<file path="src/bil_pkg.sv">
// Constants shared by the boot image loader and its CRC engine.
// Assumes a single 50 MHz system clock.
package bil_pkg;
   // ----------------------------------------
   // Timing
   // ----------------------------------------
   localparam int unsigned BIL_CLK_HZ = 50000000;
   localparam int unsigned BIL_BOOT_DLY_MIN_US = 15;
   localparam int unsigned BIL_BOOT_DLY_MAX_US = 150;
   localparam int unsigned BIL_BOOT_DLY_CYC =
      (BIL_BOOT_DLY_MIN_US * (BIL_CLK_HZ / 1000000));
   // ----------------------------------------
   // Image format
   // ----------------------------------------
   localparam logic [31:0] BIL_NO_CRC_MARK = 32'h0D15AB1E;
   localparam logic [31:0] BIL_CRC_POLY = 32'hEDB88320;
   localparam logic [31:0] BIL_CRC_PRESET = 32'hFFFFFFFF;
   localparam int unsigned BIL_SEC_BOOT_BIT = 5;
   localparam int unsigned BIL_SEC_W = 32;
   localparam logic [31:0] BIL_SEC_ADDR = 32'h00000000;
   localparam logic [31:0] BIL_OTP_IMG_ADDR = 32'h00000000;
   localparam logic [31:0] BIL_FLASH_IMG_ADDR = 32'h00000000;
   localparam logic [31:0] BIL_RAM_BASE = 32'h00000000;
   // ----------------------------------------
   // States
   // ----------------------------------------
   typedef enum logic [3:0] {
      BIL_ST_RESET = 4'h0,
      BIL_ST_WAIT = 4'h1,
      BIL_ST_SEC = 4'h2,
      BIL_ST_SIZE = 4'h3,
      BIL_ST_PROG = 4'h4,
      BIL_ST_TRAIL = 4'h5,
      BIL_ST_CHECK = 4'h6,
      BIL_ST_RUN = 4'h7,
      BIL_ST_FAIL = 4'h8
   } bil_state_e;
endpackage : bil_pkg

</file>
<file path="src/bil_boot_loader.sv">
// Boot sequencer and image loader: picks boot source, streams a
// length-prefixed image into RAM, checks CRC and starts the program.
// Assumes memory ports answer byte reads with a one-cycle-or-later valid
// pulse, and RAM accepts a word write in one cycle.
//
// Function
// (RL1) Held in reset while reset pin low
// (RL2) Pull-downs on all GPIO during reset
// (RL3) Reset held 1 ms after supply good (no timer here; bench holds pin low 1 ms)
// (RL4) Internal reset, then boot after delay
// (RL5) Security bit 5 selects OTP boot
// (RL6) Otherwise read embedded QSPI flash
// (RL7) Size word, program words, trailer word
// (RL8) Skip marker trailer disables CRC check
// (RL9) Size and trailer LSB first
// (RL10) Load at RAM base, start there
// (RL11) CRC over size and program bytes
// (RL12) Reflected CRC-32, preset ones, inverted
// (RL13) Secure boot from OTP address 0
// (RL14) Security register loaded from OTP first
// (RL15) CRC mismatch: no start, flag failure
`timescale 1ns/1ps
module bil_boot_loader
   import bil_pkg::*;
#(
   parameter int unsigned GPIO_W = 42,
   parameter int unsigned BOOT_DLY_CYC = BIL_BOOT_DLY_CYC
) (
   input wire logic sys_clk_i,
   input wire logic rst_n_i,
   input wire logic rst_i,
   output logic [GPIO_W-1:0] gpio_pd_en_o,
   output logic otp_rd_o,
   output logic [31:0] otp_addr_o,
   input wire logic otp_vld_i,
   input wire logic [7:0] otp_data_i,
   output logic flash_rd_o,
   output logic [31:0] flash_addr_o,
   input wire logic flash_vld_i,
   input wire logic [7:0] flash_data_i,
   output logic ram_we_o,
   output logic [31:0] ram_addr_o,
   output logic [31:0] ram_data_o,
   output logic sec_boot_o,
   output logic [31:0] sec_reg_o,
   output logic run_o,
   output logic [31:0] run_addr_o,
   output logic boot_fail_o,
   output logic busy_o
);
   // Refuse sizes the counters cannot serve
   if (GPIO_W < 1 || BOOT_DLY_CYC < 1) begin : g_bad_param
      $error("bil_boot_loader: bad parameter");
   end

   // ----------------------------------------
   // Reset pin synchroniser
   // ----------------------------------------
   logic rstn_s1_r;
   logic rstn_s2_r;
   always_ff @(posedge sys_clk_i or posedge rst_i) begin
      if (rst_i) begin
         rstn_s1_r <= 1'b0;
         rstn_s2_r <= 1'b0;
      end else begin
         rstn_s1_r <= rst_n_i;
         rstn_s2_r <= rstn_s1_r;
      end
   end

   // ----------------------------------------
   // Sequencer state
   // ----------------------------------------
   bil_state_e state_r;
   logic [31:0] dly_r;
   logic [1:0] bcnt_r;
   logic [31:0] sh_r;
   logic [31:0] size_r;
   logic [31:0] wcnt_r;
   logic [31:0] src_addr_r;
   logic rd_pend_r;
   logic sec_done_r;

   logic byte_vld;
   logic [7:0] byte_dat;
   logic [31:0] word_asm;
   logic word_done;
   logic [31:0] crc_val;
   logic crc_init;
   logic crc_feed;

   // (RL5) Source select by security bit
   assign byte_vld = sec_done_r ? (sec_reg_o[BIL_SEC_BOOT_BIT] ?
                     otp_vld_i : flash_vld_i) : otp_vld_i;
   assign byte_dat = sec_done_r ? (sec_reg_o[BIL_SEC_BOOT_BIT] ?
                     otp_data_i : flash_data_i) : otp_data_i;
   // (RL9) Least significant byte first
   assign word_asm = {byte_dat, sh_r[31:8]};
   assign word_done = byte_vld && (bcnt_r == 2'h3);
   assign crc_init = (state_r == BIL_ST_SEC);
   // (RL11) Trailer excluded from CRC
   assign crc_feed = byte_vld &&
                     (state_r == BIL_ST_SIZE || state_r == BIL_ST_PROG);

   bil_crc_byte u_crc (
      .sys_clk_i(sys_clk_i),
      .rst_i(rst_i),
      .init_i(crc_init),
      .byte_vld_i(crc_feed),
      .byte_i(byte_dat),
      .crc_o(crc_val)
   );

   logic reading;
   assign reading = (state_r == BIL_ST_SEC || state_r == BIL_ST_SIZE ||
                     state_r == BIL_ST_PROG || state_r == BIL_ST_TRAIL);

   // (RL1) Pin low forces reset state
   always_ff @(posedge sys_clk_i or posedge rst_i) begin
      if (rst_i) begin
         state_r <= BIL_ST_RESET;
         dly_r <= 32'h00000000;
         bcnt_r <= 2'h0;
         sh_r <= 32'h00000000;
         size_r <= 32'h00000000;
         wcnt_r <= 32'h00000000;
         sec_done_r <= 1'b0;
         sec_reg_o <= 32'h00000000;
      end else if (!rstn_s2_r) begin
         state_r <= BIL_ST_RESET;
         dly_r <= 32'h00000000;
         bcnt_r <= 2'h0;
         sec_done_r <= 1'b0;
      end else begin
         if (byte_vld && reading) begin
            sh_r <= word_asm;
            bcnt_r <= bcnt_r + 2'h1;
         end
         case (state_r)
            BIL_ST_RESET: begin
               state_r <= BIL_ST_WAIT;
            end
            // (RL4) Internal reset delay
            BIL_ST_WAIT: begin
               if (dly_r == BOOT_DLY_CYC - 1) begin
                  state_r <= BIL_ST_SEC;
               end else begin
                  dly_r <= dly_r + 32'h00000001;
               end
            end
            // (RL14) Security word from OTP
            BIL_ST_SEC: begin
               if (word_done) begin
                  sec_reg_o <= word_asm;
                  sec_done_r <= 1'b1;
                  state_r <= BIL_ST_SIZE;
               end
            end
            // (RL7) Size word
            BIL_ST_SIZE: begin
               if (word_done) begin
                  size_r <= word_asm;
                  wcnt_r <= 32'h00000000;
                  state_r <= (word_asm == 32'h00000000) ?
                             BIL_ST_TRAIL : BIL_ST_PROG;
               end
            end
            BIL_ST_PROG: begin
               if (word_done) begin
                  wcnt_r <= wcnt_r + 32'h00000001;
                  if (wcnt_r + 32'h00000001 == size_r) begin
                     state_r <= BIL_ST_TRAIL;
                  end
               end
            end
            // (RL8) Skip marker or CRC compare
            BIL_ST_TRAIL: begin
               if (word_done) begin
                  state_r <= (word_asm == BIL_NO_CRC_MARK ||
                              word_asm == crc_val) ? BIL_ST_RUN : BIL_ST_FAIL;
               end
            end
            BIL_ST_RUN: state_r <= BIL_ST_RUN;
            BIL_ST_FAIL: state_r <= BIL_ST_FAIL;
            default: state_r <= BIL_ST_RESET;
         endcase
      end
   end

   // ----------------------------------------
   // Memory read requests
   // ----------------------------------------
   // One read outstanding keeps byte order trivially correct
   always_ff @(posedge sys_clk_i or posedge rst_i) begin
      if (rst_i) begin
         rd_pend_r <= 1'b0;
         src_addr_r <= 32'h00000000;
         otp_rd_o <= 1'b0;
         flash_rd_o <= 1'b0;
         otp_addr_o <= 32'h00000000;
         flash_addr_o <= 32'h00000000;
      end else begin
         otp_rd_o <= 1'b0;
         flash_rd_o <= 1'b0;
         if (!rstn_s2_r || state_r == BIL_ST_WAIT) begin
            rd_pend_r <= 1'b0;
            src_addr_r <= BIL_SEC_ADDR;
         end else if (byte_vld) begin
            rd_pend_r <= 1'b0;
            // (RL13) OTP image from address 0
            if (state_r == BIL_ST_SEC) begin
               src_addr_r <= word_done ? (word_asm[BIL_SEC_BOOT_BIT] ?
                  BIL_OTP_IMG_ADDR : BIL_FLASH_IMG_ADDR) :
                  src_addr_r + 32'h00000001;
            end else begin
               src_addr_r <= src_addr_r + 32'h00000001;
            end
         end else if (reading && !rd_pend_r) begin
            rd_pend_r <= 1'b1;
            // (RL6) Flash unless secure boot
            if (!sec_done_r || sec_reg_o[BIL_SEC_BOOT_BIT]) begin
               otp_rd_o <= 1'b1;
               otp_addr_o <= src_addr_r;
            end else begin
               flash_rd_o <= 1'b1;
               flash_addr_o <= src_addr_r;
            end
         end
      end
   end

   // ----------------------------------------
   // RAM writes and outputs
   // ----------------------------------------
   always_ff @(posedge sys_clk_i or posedge rst_i) begin
      if (rst_i) begin
         ram_we_o <= 1'b0;
         ram_addr_o <= BIL_RAM_BASE;
         ram_data_o <= 32'h00000000;
      end else begin
         ram_we_o <= 1'b0;
         // (RL10) Words from RAM base upward
         if (rstn_s2_r && state_r == BIL_ST_PROG && word_done) begin
            ram_we_o <= 1'b1;
            ram_addr_o <= BIL_RAM_BASE + {wcnt_r[29:0], 2'b00};
            ram_data_o <= word_asm;
         end
      end
   end

   always_ff @(posedge sys_clk_i or posedge rst_i) begin
      if (rst_i) begin
         gpio_pd_en_o <= '1;
         run_o <= 1'b0;
         run_addr_o <= BIL_RAM_BASE;
         boot_fail_o <= 1'b0;
         busy_o <= 1'b0;
         sec_boot_o <= 1'b0;
      end else begin
         // (RL2) Pull-downs while in reset
         gpio_pd_en_o <= {GPIO_W{!rstn_s2_r || state_r == BIL_ST_RESET}};
         // (RL10) Start at load address
         run_o <= rstn_s2_r && state_r == BIL_ST_RUN;
         run_addr_o <= BIL_RAM_BASE;
         // (RL15) Mismatch flags failure
         boot_fail_o <= rstn_s2_r && state_r == BIL_ST_FAIL;
         busy_o <= rstn_s2_r && state_r != BIL_ST_RUN &&
                   state_r != BIL_ST_FAIL;
         sec_boot_o <= sec_done_r && sec_reg_o[BIL_SEC_BOOT_BIT];
      end
   end
endmodule : bil_boot_loader

</file>
<file path="src/bil_crc_byte.sv">
// Reflected CRC-32 step over one byte, one byte per clock.
// Assumes caller presents bytes in stream order with a valid strobe.
`timescale 1ns/1ps
module bil_crc_byte
   import bil_pkg::*;
(
   input wire logic sys_clk_i,
   input wire logic rst_i,
   input wire logic init_i,
   input wire logic byte_vld_i,
   input wire logic [7:0] byte_i,
   output logic [31:0] crc_o
);
   logic [31:0] crc_r;
   logic [31:0] crc_nxt;

   // ----------------------------------------
   // Bitwise LSB-first update
   // ----------------------------------------
   always_comb begin
      crc_nxt = crc_r ^ {24'h000000, byte_i};
      for (int i = 0; i < 8; i++) begin
         if (crc_nxt[0]) begin
            crc_nxt = (crc_nxt >> 1) ^ BIL_CRC_POLY;
         end else begin
            crc_nxt = crc_nxt >> 1;
         end
      end
   end

   // (RL12) Preset and update
   always_ff @(posedge sys_clk_i or posedge rst_i) begin
      if (rst_i) begin
         crc_r <= BIL_CRC_PRESET;
      end else if (init_i) begin
         crc_r <= BIL_CRC_PRESET;
      end else if (byte_vld_i) begin
         crc_r <= crc_nxt;
      end
   end

   // (RL12) Residue inverted
   assign crc_o = ~crc_r;
endmodule : bil_crc_byte

</file>
<file path="config.mk">
export PLATFORM = sky130hd
export DESIGN_NAME = bil_boot_loader
export DESIGN_NICKNAME = d
export VERILOG_FILES = /design/src/bil_pkg.sv /design/src/bil_boot_loader.sv /design/src/bil_crc_byte.sv
export SDC_FILE = /design/constraint.sdc
export NUM_CORES = 1
export LEC_CHECK = 0
export CAP_MARGIN = 10
export CORE_MARGIN = 2
export CORE_UTILIZATION = 60
export CTS_BUF_LIST = sky130_fd_sc_hd__clkbuf_2
export CTS_CLUSTER_SIZE = 16
export DETAILED_ROUTE_END_ITERATION = 10
export DONT_BUFFER_PORTS = 1
export GPL_TIMING_DRIVEN = 0
export HOLD_SLACK_MARGIN = 0.1
export PLACE_DENSITY = 0.9
export SLEW_MARGIN = 20
export SYNTH_ARGS = -nofsm -noshare
export SYNTH_HDL_FRONTEND = slang
export SYNTH_SLANG_ARGS = --single-unit
</file>
<file path="constraint.sdc">
create_clock -name sys_clk_i -period 10.98 [get_ports sys_clk_i]
set_clock_uncertainty 0.15 [all_clocks]
set_input_delay 0.549 -clock sys_clk_i [delete_from_list [all_inputs] [get_ports sys_clk_i]]
set_output_delay 0.549 -clock sys_clk_i [all_outputs]
set_load 0.005 [all_outputs]
</file>
==> impl_metrics.env <==
export IMPL_outcome="finished, violations left"
export IMPL_violations="DRC"
export IMPL_die_w_microns=177
export IMPL_core_rowCount=63
export IMPL_hold_buffers=26
export IMPL_cts_max_path_buffers=3
export IMPL_drt_antenna_violating_nets=0
export IMPL_synth_area_sq_mm=0.0179
export IMPL_wl_met3_mm=5.13
export IMPL_post_cts_setup_buffers=0
export IMPL_synth_distinct_cells=80
export IMPL_drv_cap=0
export IMPL_relSlewSlack_pct=30.3
export IMPL_syn_inst=1785
export IMPL_initial_utilization_pct=60.6
export IMPL_top_layer_used="met4"
export IMPL_grt_max_degree=94
export IMPL_drv_slew=0
export IMPL_via_per_inst=6.03
export IMPL_fmax_mhz=253
export IMPL_area_delta_synth_final_pct=10.1
export IMPL_hold_class="in2reg"
export IMPL_hpwlAfterDp_mm=34.3
export IMPL_dr_pass1_iters=10
export IMPL_rsz0062_at_grt="false"
export IMPL_wl_met2_mm=23.4
export IMPL_final_cell_area_sq_mm=0.0197
export IMPL_yosys_most_used_dff="dfrtp_1"
export IMPL_die_area_sq_mm=0.0312
export IMPL_grt_pass1_wl_mm=78.3
export IMPL_antenna_found_initial=4
export IMPL_cts_resized=0
export IMPL_chipHeight_microns=177
export IMPL_gp_congestion=0.944
export IMPL_critical_path_endpoint_type="register"
export IMPL_dp_slack_ns=7.31
export IMPL_dpl_cell_area_sq_mm=0.0186
export IMPL_finalSetupViolCount=0
export IMPL_initialDrtViolationCount=1459
export IMPL_insertion_delay_ns=0.95
export IMPL_grt_pass1_vias=14400
export IMPL_num_io_pins=262
export IMPL_htreeDepth=3
export IMPL_synth_seq_area_share_pct=50.7
export IMPL_finalCritPeriodShare_pct=36.1
export IMPL_num_fill_cells=2162
export IMPL_cts_sinks=360
export IMPL_cts_clk_slew_worst_paths_ns=0.10
export IMPL_cts_buffers=90
export IMPL_wirelength_mm=50.1
export IMPL_tightest_slew_ns=1.03
export IMPL_cts_tree="yes"
export IMPL_async_reset_ff_share_pct=100
export IMPL_fin_crit_ns=3.96
export IMPL_synth_edff_count=0
export IMPL_ys_top_cells_by_count="nand2_1 (359), dfrtp_1 (327), nor2_1 (105)"
export IMPL_ys_top_cells_by_area="dfrtp_1 (46%), nand2_1 (7.5%), mux2_2 (6.2%)"
export IMPL_synth_largest_area_cell="dfrtp_1"
export IMPL_drcViolationCount=2
export IMPL_crit_path_start_kind="register"
export IMPL_layout_drive_gt1_share_pct=20.0
export IMPL_grtUsageTotal_pct=32.5
export IMPL_power_mw=3.51
export IMPL_ys_ff_latch=360
export IMPL_nets=1966
export IMPL_vias=14500
export IMPL_hold_violations=0
export IMPL_cp_required_ns=11.67
export IMPL_finalSetupTns_ns=0
export IMPL_wl_per_cell_microns=20.8
export IMPL_yosysMostFrequentCell="nand2_1"
export IMPL_avgSynthCellArea_sq_um=10.0
export IMPL_arrival_ns=4.65
export IMPL_cp_max_fo=10
export IMPL_irDropWorstVdd_v=0.000185
export IMPL_post_synth_top_area_fraction_pct=45.8
export IMPL_synth_warnings=0
export IMPL_coreArea_sq_mm=0.0295
export IMPL_clk_root_buffer_cell="clkbuf_2"
export IMPL_io_buffer_count=0
export IMPL_grt_overflow=0
export IMPL_crit_type="reg2reg"
export IMPL_setup_ws_ns=7.02
export IMPL_leakagePower_nw=9.54
export IMPL_pwr_density_cell_mw_per_mm2=179
export IMPL_wl_met1_mm=19.1
-- stage by stage --
step / hold WS (ns) / util [%] / cells
2_1_floorplan: 0.181 / - / 1818
3_3_place_gp: 0.187 / 62.6 / 2208
4_1_cts: 0.122 / 66.6 / 2402
5_1_grt: 0.150 / 66.7 / 2404
3_5_place_dp: 0.192 / 63.0 / 2212
6_report: 0.198 / 66.7 / 2406
-- power breakdown --
group          total (mW)  internal [mW]  switching [mW]
sequential           1.63           1.46           0.172
clock               0.887          0.322           0.565
combinational       0.994          0.454           0.540
-- state kept, by name, summed over array words and instances, names as in the netlist, 2 cells and up --
name          cells
flash_addr_o     32
u_crc.crc_r      32
ram_data_o       32
bcnt_r            2
size_r           32
sh_r             24
state_r           4
wcnt_r           32
ram_addr_o       30
sec_reg_o        32
dly_r            32
otp_addr_o       32
src_addr_r       32
-- layout make-up --
type                            count  area, sq um  share of cell area, %
Clock inverter                     33          134                  0.681
Sequential cell                   360         9050                   46.0
Antenna cell                        4         10.0                 0.0509
Timing Repair Buffer               30          380                   1.94
Multi-Input combinational cell   1272         7910                   40.3
Inverter                           17         71.3                  0.363
Tap cell                          390          488                   2.48
Clock buffer                      131          656                   3.34
Buffer                            169          955                   4.86
-- cells by family (layout without fill, tap and decap cells) --
| logic type | count (synthesis) | after routing | synth area share (%) |
|---|---|---|---|
| buffers and inverters | 186 | 380 | 5.70 |
| AO/OA/AOI/OAI | 205 | 205 | 6.97 |
| AND/OR/NAND/NOR | 719 | 719 | 18.7 |
| flip-flops | 360 | 360 | 50.7 |
| adder cells (fa/ha/maj) | 5 | 5 | 0.350 |
| multiplexers | 111 | 111 | 7.13 |
| XOR/XNOR | 198 | 198 | 10.4 |
| other | 1 | 38 | 0.0210 |
-- placed cells by master, fill, tap and decap left out, types with 7 or more instances in the layout --
cell type,synthesis,layout
and4_1,12,12
nand2_1,359,359
and3_1,24,24
nand2b_1,8,8
o41ai_1,7,7
buf_4,80,80
conb_1,1,34
buf_2,9,9
buf_1,13,13
clkbuf_2,1,132
mux2i_2,7,7
xnor2_2,13,13
mux2_2,98,98
o21ai_0,94,94
dfstp_2,33,33
nand3_1,52,52
inv_1,16,15
xor2_1,85,85
clkbuf_1,65,65
clkinv_1,1,23
nor2_1,105,105
nor4_1,24,24
and2_1,16,16
nor3_1,40,40
dfrtp_1,327,327
dlygate4sd3_1,0,25
xnor2_1,98,98
a21oi_1,37,37
or3_1,9,9
o31ai_1,12,12
nand4_1,38,38
-- routing by layer --
metal,GRT usage (%),up-vias
met5,0,-
met4,17.6,0
met3,7.73,225
met2,51.1,952
met1,41.8,7007
li1,-,6329
-- worst max-delay path: stages, from the launching register on --
cell,delay [ns]
dfrtp_1,0.58
nand2b_1,0.28
buf_6,0.24
mux2_2,0.45
and2_0,0.29
nand4_1,0.51
clkbuf_1,0.68
buf_1,0.45
nand2_1,0.13
nand2_1,0.08
-- final timing paths --
path / from / endpoint / slack [ns] / depth (start not counted)
hold / removal: flash_data_i[3] / u_crc.crc_r[11]$_DFFE_PP1P_ / 0.20 / 4
setup / recovery: sec_reg_o[5]$_DFFE_PP0P_ / ram_data_o[13]$_DFFE_PP0P_ / 7.02 / 9
setup reg to reg: sec_reg_o[5]$_DFFE_PP0P_ / ram_data_o[13]$_DFFE_PP0P_ / 7.02 / 9
hold reg to reg: rstn_s1_r$_DFF_PP0_ / rstn_s2_r$_DFF_PP0_ / 0.23 / 0
min in group asynchronous: rst_i / u_crc.crc_r[3]$_DFFE_PP1P_ / 0.64 / 3
max in group asynchronous: rst_i / gpio_pd_en_o[0]$_DFF_PP1_ / 9.13 / 5
Note: power is estimated with default switching activity, not from simulation.
